<file path="config.mk">
export PLATFORM = sky130hd
export DESIGN_NAME = cal_pulse_gen
export DESIGN_NICKNAME = d
export VERILOG_FILES = /design/src/core/cal_pulse_gen.v
export VERILOG_INCLUDE_DIRS = /design/src /design/src/core
export SDC_FILE = /design/constraint.sdc
export NUM_CORES = 1
export LEC_CHECK = 0
export ABC_AREA = 1
export ABC_CLOCK_PERIOD_IN_PS = 1500
export BUFFER_PORTS_ARGS = -buffer_cell sky130_fd_sc_hd__buf_2
export CORE_UTILIZATION = 53
export DETAILED_ROUTE_END_ITERATION = 8
export GPL_TIMING_DRIVEN = 0
export PLACE_DENSITY = 0.83
export SLEW_MARGIN = 30
export SYNTH_ARGS = -nofsm -noshare
export SYNTH_HDL_FRONTEND = slang
export SYNTH_SLANG_ARGS = --single-unit
</file>
<file path="constraint.sdc">
create_clock -name clk_i -period 1.5 [get_ports clk_i]
set_clock_uncertainty 0.15 [all_clocks]
set_input_delay 0 -clock clk_i [delete_from_list [all_inputs] [get_ports clk_i]]
set_output_delay 0 -clock clk_i [all_outputs]
set_load 0.05 [all_outputs]
</file>
<file path="src/core/test_bias_cfg_defines.vh">
// Offsets, field positions, reset values and timing counts of the test and bias configuration.
`ifndef TEST_BIAS_CFG_DEFINES_VH
`define TEST_BIAS_CFG_DEFINES_VH

// Register indices and byte addresses.
`define TEST_SIGNAL_CONFIG_IDX 8'h02
`define REF_BIAS_CONFIG_IDX 8'h03
`define TEST_SIGNAL_CONFIG_ADDR 10'h008
`define REF_BIAS_CONFIG_ADDR 10'h00c
`define WB_ADDR_W 10

// Test signal configuration fields.
`define TSC_ONE_BIT 5
`define TSC_INT_SRC_BIT 4
`define TSC_AMP_BIT 2
`define TSC_RATE_LSB 0
`define TSC_RESET 8'h00
`define TSC_WRITE_MASK 8'h37

// Reference and bias configuration fields.
`define RBC_REFBUF_BIT 7
`define RBC_ONE_BIT 6
`define RBC_REFHI_BIT 5
`define RBC_MEAS_BIT 4
`define RBC_REFINT_BIT 3
`define RBC_BIASBUF_BIT 2
`define RBC_SENSE_BIT 1
`define RBC_STAT_BIT 0
`define RBC_RESET 8'h40
`define RBC_WRITE_MASK 8'hbe

// Calibration rate codes.
`define CAL_RATE_SLOW 2'h0
`define CAL_RATE_FAST 2'h1
`define CAL_RATE_UNUSED 2'h2
`define CAL_RATE_DC 2'h3

// Pulse generator divisor exponents; the output toggles at half the full period.
`define CAL_SLOW_EXP 21
`define CAL_FAST_EXP 20
`define CAL_CNT_W 21

// Channel input selector code that picks up the bias-drive measurement.
`define SEL_BIAS_MEAS 3'h2

`endif

</file>
<file path="src/core/cal_pulse_gen.v">
// Calibration square-wave generator built on a free-running divider.
`timescale 1ns/1ns
`default_nettype none
`include "test_bias_cfg_defines.vh"

module cal_pulse_gen
(
	input wire clk_i,
	input wire rst_i,
	input wire ce_i,
	input wire enable_i,
	input wire [1:0] rate_sel_i,
	output wire pulse_o
);

	reg [`CAL_CNT_W-1:0] div_ff;
	reg [`CAL_CNT_W-1:0] nxt_div;
	reg pulse_ff;
	reg nxt_pulse;

	// ----------------------------------------
	// Divider
	// ----------------------------------------
	// The counter runs freely; the selected bit is the square wave, so the full
	// period is exactly two to the chosen exponent clock cycles with ce_i high.
	always @*
	begin
		nxt_div = div_ff + {{(`CAL_CNT_W-1){1'b0}}, 1'b1};
		nxt_pulse = 1'b0;
		if (enable_i)
		begin
			case (rate_sel_i)
				`CAL_RATE_SLOW:
				begin
					nxt_pulse = nxt_div[`CAL_SLOW_EXP-1];
				end
				`CAL_RATE_FAST, `CAL_RATE_UNUSED:
				begin
					nxt_pulse = nxt_div[`CAL_FAST_EXP-1];
				end
				`CAL_RATE_DC:
				begin
					nxt_pulse = 1'b1;
				end
				default:
				begin
					nxt_pulse = 1'b0;
				end
			endcase
		end
	end

	always @(posedge clk_i)
	begin
		if (rst_i)
		begin
			div_ff <= {`CAL_CNT_W{1'b0}};
			pulse_ff <= 1'b0;
		end
		else if (ce_i)
		begin
			div_ff <= nxt_div;
			pulse_ff <= nxt_pulse;
		end
	end

	assign pulse_o = pulse_ff;

endmodule
`default_nettype wire

</file>
==> results of run 1 <==
-- cell type report --
class / count / area [um2]
Fill cell: 154 / 504
Tap cell: 27 / 33.8
Timing Repair Buffer: 22 / 164
Buffer: 3 / 12.5
Sequential cell: 22 / 458
Inverter: 27 / 101
Multi-Input combinational cell: 118 / 746
Clock buffer: 3 / 22.5
-- metal layers --
| layer | track usage [%] | vias to the layer above | share of wire [%] |
|---|---|---|---|
| met4 | 11.4 | 0 | 4.5 |
| met1 | 29.3 | 595 | 39 |
| met2 | 48.6 | 65 | 51 |
| met3 | 3.43 | 18 | 5.5 |
| met5 | 0 | - | 0 |
| li1 | - | 597 | - |
-- worst paths after layout --
| check | startpoint | end | slack, ns |
|---|---|---|---|
| worst min-delay path | rst_i | div_ff[6] | -0.01 |
| worst max-delay path | div_ff[13] | pulse_o | -0.15 |
| worst min register to register | pulse_o | pulse_o | 0.34 |
| worst max register to register | div_ff[13] | pulse_o | -0.15 |
-- kinds of logic after synthesis --
group | after synthesis
xor gates and xnor gates | 2
AOI/OAI and AO/OA | 26
adders and majority gates | 3
buffers and inverters | 30
and+or+nand+nor | 87
DFF | 22
-- through the flow --
stage	cells	utilization (%)	power [mW]
after CTS	215	69.4	0.972
after global placement	202	62.1	0.687
after floorplan	170	-	0.670
after global routing	222	75.3	1.02
after detailed placement	202	62.1	0.692
final	222	75.3	0.977
-- state kept, by name, summed over array words and instances (netlist names) --
| name | cells |
|---|---|
| pulse_o | 1 |
| div_ff | 21 |
-- where the power goes --
| group | total, mW | internal [mW] | leakage (nW) | switching [mW] |
|---|---|---|---|---|
| clock | 0.275 | 0.0941 | 0.0138 | 0.181 |
| combinational | 0.101 | 0.0423 | 0.456 | 0.0588 |
| sequential | 0.601 | 0.591 | 0.183 | 0.00966 |
| total | 0.977 | 0.728 | 0.653 | 0.250 |
-- placed cells by master (no fill, tap or decap), drive strengths merged --
master       netlist  routed
o21a               2       2
nand3             14      14
dlygate4sd3        0       3
nor4               1       1
o211ai             2       2
a211oi             1       1
ha                 3       3
and2               1       1
nor2              24      24
clkbuf             2       5
nand2             37      37
a31oi              1       1
nor3b              2       2
buf                1      20
inv               27      27
nand4              2       2
dfxtp             22      22
nor3               6       6
o21ai              7       7
xor2               2       2
a21oi             13      13
-- what timing repair did --
item                                    4_1_cts  5_1_grt
hold buffers                                  3        0
gates cloned                                  0        0
resized for setup                            14       27
endpoints found under the hold margin         2        0
endpoints found under the setup margin       12       14
setup buffers                                 7        7
pin swaps                                     7       10
==> impl_results.md, run 1 <==
- Status: finished, violations left
- Violated checks: hold timing, setup timing
- CTS Sinks: 22
- Max Slew Vio Count: 0
- Cell variety after synth: 30
- Yosys warnings: 0
- Die Ht: 49.4 um
- Dpl hpwl: approximately 1800 um
- Yosys reg bits: 22
- Pwr Density: 636 nW/um2
- Avg Cell Area, Syn: 7.01 um2
- Drt initial violations: 51
- Worst EP arrival: around 1.8 ns
- Leakage: 0.653 nW
- Crit-path max FO: 3
- Delay-heaviest family, CP: simple AND/OR/NAND/NOR gates
- Clock Path Buffers: 2
- Number of global-route vias before repair: 1181
- Most instantiated cells after synthesis: nand2_1, inv_1, dfxtp_1, nor2_1, nand3_1
- # setup viols final: 10
- Slowest CP cell: dfxtp_1
- Critical path's largest stage delay: ~0.40 ns
- Largest family of logic cells by synthesized area: simple AND/OR/NAND/NOR gates
- Vias: around 1300
- H-tree levels: 1
- RD Place Congestion: 0.818
- EDFF count, synth: 0
- Fraction of layout cells with a size suffix above 1: 35.9%
- Critical path class: flip-flop to flip-flop
- Largest area contributor in the netlist: dfxtp_1
- Grt ovf: 0
- DIE AREA: 2440 um2
- Post-place instance area: 1270 um2
- Worst IR Drop VDD: ~0.00063 V
- Total core area: 2040 um2
- Post-synthesis xor/xnor area fraction: 1.47%
- Post-synthesis compound-gate area fraction: 12.4%
- Pre-CTS WS: -0.154 ns
- Pin count of the biggest net entering global routing: 12
- Antenna Nets Post-Route: 0
- Worst-margin pin slew: 0.485 ns
- Drt wl/cell: 15.2 um
- Final wirelength: 3370 um
- Die X: 49.4 um
- Worst hold path type: input pin to flip-flop
- Cell count along the critical path: 10
- N_diodes: 0
- RSZ-0062 raised after global routing: yes
- DRT Pass-1 Iters: 4
- Vias per cell: 5.74
- Syn_nets: 179
- Drt drc: 0
- Ys async rst share: 0%
- Clock latency on the worst-skew pair: 0.32 ns
- Post-route setup TNS: -0.787 ns
- Hold depth: 2
- Post-Synth Simple-Gate Area: 36.5%
- Mux share of post-synthesis cell area: 0%
- Final Hold Fails: 1
- Initial antenna violation count: 0
- Port Buffer Count: 5
- Design area: 1540 um2
- Sequential area share after synthesis: 36.9%
- Final Cycle Share: 110%
- Slew margin rel.: 67.7%
- Startpoint Class: flip-flop
- Max Clk Rate: 606 MHz
- Dominant cells by area after synthesis: dfxtp_1, nand2_1, inv_1, nor2_1, nand3_1
- Starting Density: roughly three fifths
- CTS Buf Count: 3
- Overall Global Routing Usage: 26.1%
- Clock slew at reported path FFs: 0.12 ns
- Top-area cell type share of the netlist area: approximately 37%
- Crit path top cell by count: nand2_1
- Final setup margin: -0.149 ns
- Worst Path Required: between 1.5 and 2 ns
- Row cnt: 16
- Predominant post-synthesis flop cell: dfxtp_1
- WP buf/inv: 1
- Worst hold margin: -0.0117 ns
- Crit path time final: roughly 1.6 ns
- # IOs: 7
- Final nets: 206
- Layout overhead on the synthesized area: 29.0%
- CTS Root Cell: clkbuf_4
- CP Capture Type: flip-flop
- FF-to-FF path depth: 10
- Max_cap viols: 0
- Syn Std Cell Area: 1190 um2
- CTS tree: yes
- Cells after synthesis: 170
- Worst-path cell chain: nand2_1 -> inv_2 -> nand3_1 -> nor2_2 -> nand2_1 -> nand2_1 -> nand3_1 -> nand2_1 -> nand2_1 -> a21oi_2
- Adder and majority cell fraction of the synthesized area: roughly 3.1%
- Count leader, synth: nand2_1
- First-pass GRT wire length: 4880 um
Power figures use the tool's default switching activity.
==> run 2: changes to the inputs <==
--- a/config.mk
+++ b/config.mk
@@ -10,6 +10,7 @@
 export ABC_CLOCK_PERIOD_IN_PS = 1500
 export BUFFER_PORTS_ARGS = -buffer_cell sky130_fd_sc_hd__buf_2
 export CORE_UTILIZATION = 53
+export CTS_BUF_LIST = sky130_fd_sc_hd__clkbuf_8 sky130_fd_sc_hd__clkbuf_16
 export DETAILED_ROUTE_END_ITERATION = 8
 export GPL_TIMING_DRIVEN = 0
 export PLACE_DENSITY = 0.83
==> run 2 against run 1 <==
Compared with the run above: the flow finishes with violations (setup timing); sequential power is essentially flat; largest power group unchanged; critical path depth is the same; total power grew 9.2%.
==> impl_results.md, run 2 (synthesis results as in run 1) <==
- Crit path time final: 1.64 ns (-0.00475 ns)
- Crit. Startpoint: div_ff[1]
- Post-route setup TNS: -0.685 ns (+0.102 ns)
- Final Hold Fails: 0 (-1)
- Worst IR Drop VDD: 0.000507 V (-20%)
- Final Cycle Share: 110% (-0.32 points)
- RD Place Congestion: 0.818 (unchanged)
- Number of global-route vias before repair: 1159 (-1.9%)
- Antenna Nets Post-Route: 0 (unchanged)
- Port Buffer Count: 5 (unchanged)
- Grt ovf: 0 (unchanged)
- End of the critical path: div_ff[14]
- Number of flip-flops in the largest register: 21 (unchanged)
- Row cnt: 16 (unchanged)
- CTS Buf Count: 3 (unchanged)
- Reg-to-reg critical path endpoint: div_ff[14]
- Die Ht: 49.4 um (unchanged)
- Violated checks: setup timing
- Drt wl/cell: 14.7 um (-3.1%)
- Status: finished, violations left
- Die X: 49.4 um (unchanged)
- Slew margin rel.: 60.2% (-7.5 points)
- Max_cap viols: 0 (unchanged)
- Worst-path cell chain: ha_4 -> nand2_4 -> nor2_4 -> nand4_4 -> nor3_4 -> buf_4 -> buf_6 -> nand3_2 -> nand2_1 -> nor2_1
- Multi-input logic area: 761 um2 (+2.0%)
- FF-to-FF path depth: 10 (unchanged)
- Vias per cell: 5.62 (-2.2%)
- Final setup margin: -0.144 ns (+0.00475 ns)
- Fill cells: 146 (-5.2%)
- Pwr Density: 696 nW/um2 (+9.5%)
- Register area: 455 um2 (-0.55%)
- CTS Root Cell: clkbuf_8
- Vias: 1225 (-3.9%)
- Commonest non-fill, non-tap cell in the layout: nand2_1
- Final wirelength: 3210 um (-4.8%)
- RSZ-0062 raised after global routing: yes
- # setup viols final: 8 (-2)
- Final nets: 202 (-1.9%)
- Crit-path max FO: 5 (+2)
- R2R setup slack: -0.14 ns (about the same)
- Clock slew at reported path FFs: 0.08 ns (-0.04 ns)
- Clock Path Buffers: 2 (unchanged)
- Post-place instance area: 1270 um2 (unchanged)
- Drt initial violations: 42 (-18%)
- N_diodes: 0 (unchanged)
- H-tree levels: 1 (unchanged)
- Dpl hpwl: 1850 um (unchanged)
- Critical path's largest stage delay: 0.35 ns (-0.05 ns)
- CP Capture Type: flip-flop
- Pre-CTS WS: -0.154 ns (unchanged)
- Worst hold path type: input pin to flip-flop
- Worst-margin pin slew: 0.597 ns (+0.112 ns)
- Worst Path Required: 1.52 ns (-0.09 ns)
- Initial antenna violation count: 0 (unchanged)
- Layout overhead on the synthesized area: 28.6%
- Leakage: 0.672 nW (+2.8%)
- Max Slew Vio Count: 0 (unchanged)
- Total core area: 2040 um2 (unchanged)
- Drt drc: 0 (unchanged)
- Startpoint Class: flip-flop
- CTS tree: yes
- Biggest register: div_ff
- Pin count of the biggest net entering global routing: 12 (unchanged)
- Starting Density: 58.4% (unchanged)
- DRT Pass-1 Iters: 4 (unchanged)
- CTS Sinks: 22 (unchanged)
- Worst EP arrival: 1.66 ns (-0.10 ns)
- DIE AREA: 2440 um2 (unchanged)
- First-pass GRT wire length: 4820 um (-1.1%)
- Slowest CP cell: dfxtp_2
- Overall Global Routing Usage: 25.9% (-0.26 points)
- Clock latency on the worst-skew pair: 0.26 ns (-0.06 ns)
- Most frequent cells in the layout: nand2_1, inv_1, dfxtp_1
- Fraction of layout cells with a size suffix above 1: 34.6% (-1.3 points)
- Max Clk Rate: 608 MHz (+0.29%)
- Critical path class: flip-flop to flip-flop
- # IOs: 7 (unchanged)
- Design area: 1530 um2 (-0.24%)
- R2r startpoint: div_ff[1]
-- run 2: cell count changes in the layout (fill, tap and decap cells not counted), sizes merged --
cell | previous run | this run
buf | 20 | 18
dlygate4sd3 | 3 | 1
-- run 2: repair_timing --
action	4_1_cts	5_1_grt
gates resized for setup	17	25
hold buffers	1	0
buffers inserted	7	5
setup endpoints to repair	12	13
hold endpoints to repair	1	0
pin swaps	7	15
-- run 2: how the worst min path moves through the flow --
stage / slack (ns) / cells after the start / endpoint / start
final: 0.07 / 2 / pulse_o / rst_i
after global routing: 0.09 / 2 / pulse_o / rst_i
after CTS: 0.03 / 2 / div_ff[8] / rst_i
after detailed placement: 0.24 / 4 / div_ff[2] / ce_i
after global placement: 0.22 / 4 / div_ff[2] / ce_i
after floorplan: 0.07 / 3 / div_ff[2] / ce_i
-- run 2: metal layers --
metal	share of wire [%]	global-route usage (%)	wire, um
met5	0	0	0
met2	50	46.6	1600
met4	4.4	12.4	142
met3	4.3	4.67	137
met1	41	29.1	1330
-- run 2: power breakdown --
part	internal, mW	total (mW)	switching, mW
logic	0.0378	0.0943	0.0565
registers	0.591	0.600	0.00951
clock network	0.179	0.373	0.193
total	0.808	1.07	0.259
-- run 2: critical path: cells and delay by family, from the launching register on --
kind,cells,cell delay (ns)
adders and majority gates,1,0.15
buffers and inverters,2,0.24
DFF,1,0.35
and+or+nand+nor,7,0.65
-- run 2: per-stage QoR --
step	cells	total power, mW	util [%]	hold slack (ns)
finish	218	1.07	75.1	0.0657
global route	218	1.10	75.1	0.0922
detailed placement	202	0.692	62.1	0.244
global placement	202	0.687	62.1	0.225
floorplan	170	0.670	-	0.0733
CTS	213	1.06	69.8	0.0304
-- run 2: cell type report --
class	instances	area share, %
Buffer	3	0.816
Clock buffer	3	2.69
Inverter	27	6.61
Multi-Input combinational cell	118	49.6
Sequential cell	22	29.7
Tap cell	27	2.20
Timing Repair Buffer	18	8.40
==> run 3: changes to the inputs <==
--- a/config.mk
+++ b/config.mk
@@ -14,6 +14,7 @@
 export DETAILED_ROUTE_END_ITERATION = 8
 export GPL_TIMING_DRIVEN = 0
 export PLACE_DENSITY = 0.83
+export REMOVE_ABC_BUFFERS = 1
 export SLEW_MARGIN = 30
 export SYNTH_ARGS = -nofsm -noshare
 export SYNTH_HDL_FRONTEND = slang
==> constraint.sdc (replaced) <==
create_clock -name clk_i -period 1.5 [get_ports clk_i]
set_clock_uncertainty 0.15 [all_clocks]
set_input_delay 0 -clock clk_i [delete_from_list [all_inputs] [get_ports clk_i]]
set_output_delay 0 -clock clk_i [all_outputs]
set_load 0.1 [all_outputs]
==> run 3 against run 2 <==
Compared with the run above: the run still ends with setup timing left; hold slack lost 0.054 ns; non-clock buffer count down 3; design area down 1.6%; worst setup slack improved by 0.057 ns; sequential share of layout area rose by 0.49 points; maximum frequency is 3.6% higher; first-iteration DRC count decreased by 21%; via count unchanged; total power up 6.1%; critical path type unchanged; largest cell class unchanged.
==> impl_results.md, run 3 (synthesis results as in run 1) <==
- RSZ-0062 raised after global routing: yes
- Dpl hpwl: 1760 um (-4.7%)
- CP Capture Type: flip-flop
- Clk pwr share: 38.0% (+3.1 points)
- First-pass GRT wire length: 4760 um (-1.3%)
- Starting Density: 58.4% (unchanged)
- Grt ovf: 0 (unchanged)
- Antenna Nets Post-Route: 0 (unchanged)
- Slew margin rel.: 68.1% (+7.9 points)
- DRT Pass-1 Iters: 4 (unchanged)
- H-tree levels: 1 (unchanged)
- Reg power frac: 53.1% (-3.1 points)
- FF-to-FF path depth: 11 (+1)
- Worst hold path type: input pin to flip-flop
- Met1 Usage GRT: 28.1% (-1.0 points)
- Worst-margin pin slew: 0.482 ns (-0.115 ns)
- Final setup margin: -0.0871 ns (+0.0570 ns)
- Sw Share: 23.6% (-0.66 points)
- Number of flip-flops in the largest register: 21 (unchanged)
- Pwr Density: 751 nW/um2 (+7.9%)
- Drt drc: 0 (unchanged)
- Max_cap viols: 0 (unchanged)
- Biggest register: div_ff
- Grt met2 use: 45.2% (-1.4 points)
- Final Cycle Share: 106% (-3.8 points)
- Crit-path max FO: 3 (-2)
- Max Clk Rate: 630 MHz (+3.6%)
- Layout overhead on the synthesized area: 26.5%
- GR peak layer: met2
- R2r startpoint: div_ff[1]
- Number of global-route vias before repair: 1154 (-0.43%)
- Initial antenna violation count: 0 (unchanged)
- Non-Filler Instances: 216 (-0.92%)
- Hold depth: 3 (+1)
- Hold path endpoint: div_ff[7]
- # IOs: 7 (unchanged)
- Worst Path Required: 1.54 ns (+0.02 ns)
- Row cnt: 16 (unchanged)
- Overall Global Routing Usage: 25.3% (-0.60 points)
- Min-delay src: ce_i
- Reg-to-reg critical path endpoint: pulse_o
- Design internal power: 865 uW (+7.1%)
- DIE AREA: 2440 um2 (unchanged)
- Leakage: 0.646 nW (-3.9%)
- Fraction of layout cells with a size suffix above 1: 32.8% (-1.8 points)
- Post-place instance area: 1240 um2 (-2.0%)
- Violated checks: setup timing
- Combinational group share of total power: 8.8% (about the same)
- Pin count of the biggest net entering global routing: 14 (+2)
- Net switching power figure: 268 uW (+3.3%)
- Clock Path Buffers: 2 (unchanged)
- Final design utilization: 73.9% (-1.2 points)
- Status: finished, violations left
- Vias: 1225 (unchanged)
- Final nets: 199 (-1.5%)
- Commonest non-fill, non-tap cell in the layout: nand2_1
- N_diodes: 0 (unchanged)
- Drt initial violations: 33 (-21%)
- Vias per cell: 5.67 (+0.93%)
- Max Slew Vio Count: 0 (unchanged)
- # setup viols final: 11 (+3)
- CTS Buf Count: 3 (unchanged)
- Met3 Use GR: 4.98% (+0.31 points)
- Worst IR Drop VDD: 0.000696 V (+37%)
- Clock slew at reported path FFs: 0.08 ns (about the same)
- Critical path class: flip-flop to flip-flop
- Pre-CTS WS: -0.263 ns (-0.110 ns)
- R2R setup slack: -0.09 ns (+0.06 ns)
- Fill cells: 133 (-8.9%)
- Worst EP arrival: 1.63 ns (-0.03 ns)
- Die Ht: 49.4 um (unchanged)
- Design area: 1510 um2 (-1.6%)
- Placed cells: 200 (-0.99%)
- CTS Root Cell: clkbuf_8
- Final Hold Fails: 0 (unchanged)
- Total core area: 2040 um2 (unchanged)
- RD Place Congestion: 0.858 (+4.8%)
- CTS Sinks: 22 (unchanged)
- Most frequent cells in the layout: nand2_1, inv_1, nor2_1
- Drt wl/cell: 14.2 um (-3.6%)
- Startpoint Class: flip-flop
- Crit path time final: 1.59 ns (-0.0570 ns)
- Clock latency on the worst-skew pair: 0.26 ns (about the same)
- Port Buffer Count: 6 (+1)
- Final wirelength: 3070 um (-4.5%)
- Die X: 49.4 um (unchanged)
- CTS tree: yes
==> run 3: metrics by stage <==
stage	total power, mW	setup TNS, ns	hold slack, ns
6_report	1.13	-0.535	0.0115
5_1_grt	1.17	-1.57	0.0375
4_1_cts	1.12	-0.725	-0.103
3_5_place_dp	0.689	-1.28	0.169
3_3_place_gp	0.684	-0.737	0.156
2_1_floorplan	0.662	-0.0997	-0.0876
==> run 3: worst max-delay path: stages (launching register included) <==
cell and delay, ns:
dfxtp_2 0.35, buf_4 0.13, nand2_4 0.06, nor2_4 0.12
nand2_2 0.09, nor2_4 0.16, nand2_1 0.07, nand2_1 0.08
nand3_1 0.07, nand2_1 0.07, nand2_1 0.07, a21oi_2 0.12
==> run 3: area by class of cell <==
type	instances	area [um2]	area share [%]
Tap cell	27	33.8	2.24
Clock buffer	4	55.1	3.65
Inverter	27	101	6.72
Sequential cell	22	455	30.2
Timing Repair Buffer	18	129	8.54
Multi-Input combinational cell	118	734	48.7
==> run 3: power groups by stage <==
| stage | combinational, mW | sequential (mW) | clock [mW] |
|---|---|---|---|
| after floorplan | 0.0409 | 0.621 | 0 |
| after global placement | 0.0702 | 0.614 | 0 |
| after detailed placement | 0.0749 | 0.614 | 0 |
| after CTS | 0.0905 | 0.601 | 0.427 |
| after global routing | 0.111 | 0.603 | 0.453 |
| final | 0.100 | 0.602 | 0.431 |
==> run 3: timing repair <==
item,4_1_cts,5_1_grt
gates resized for setup,28,13
setup endpoints to repair,13,14
pin swaps,9,10
buffers inserted,6,4
endpoints found under the hold margin,9,7
hold buffers,1,1
==> run 3: worst max path at each step <==
| stage | cells after the start | from | to |
|---|---|---|---|
| after floorplan | 8 | div_ff[0] | div_ff[18] |
| after global placement | 8 | div_ff[1] | div_ff[18] |
| after detailed placement | 8 | div_ff[0] | div_ff[18] |
| after CTS | 8 | div_ff[1] | div_ff[18] |
| after global routing | 10 | div_ff[8] | pulse_o |
| final | 11 | div_ff[1] | pulse_o |
==> run 3: per-layer routing <==
| metal | up-vias | part of all wire, % | wire length (um) |
|---|---|---|---|
| met5 | - | 0 | 0 |
| met4 | 0 | 3.4 | 104 |
| met3 | 10 | 6.5 | 199 |
| met2 | 64 | 50 | 1540 |
| met1 | 566 | 40 | 1220 |
| li1 | 585 | - | - |
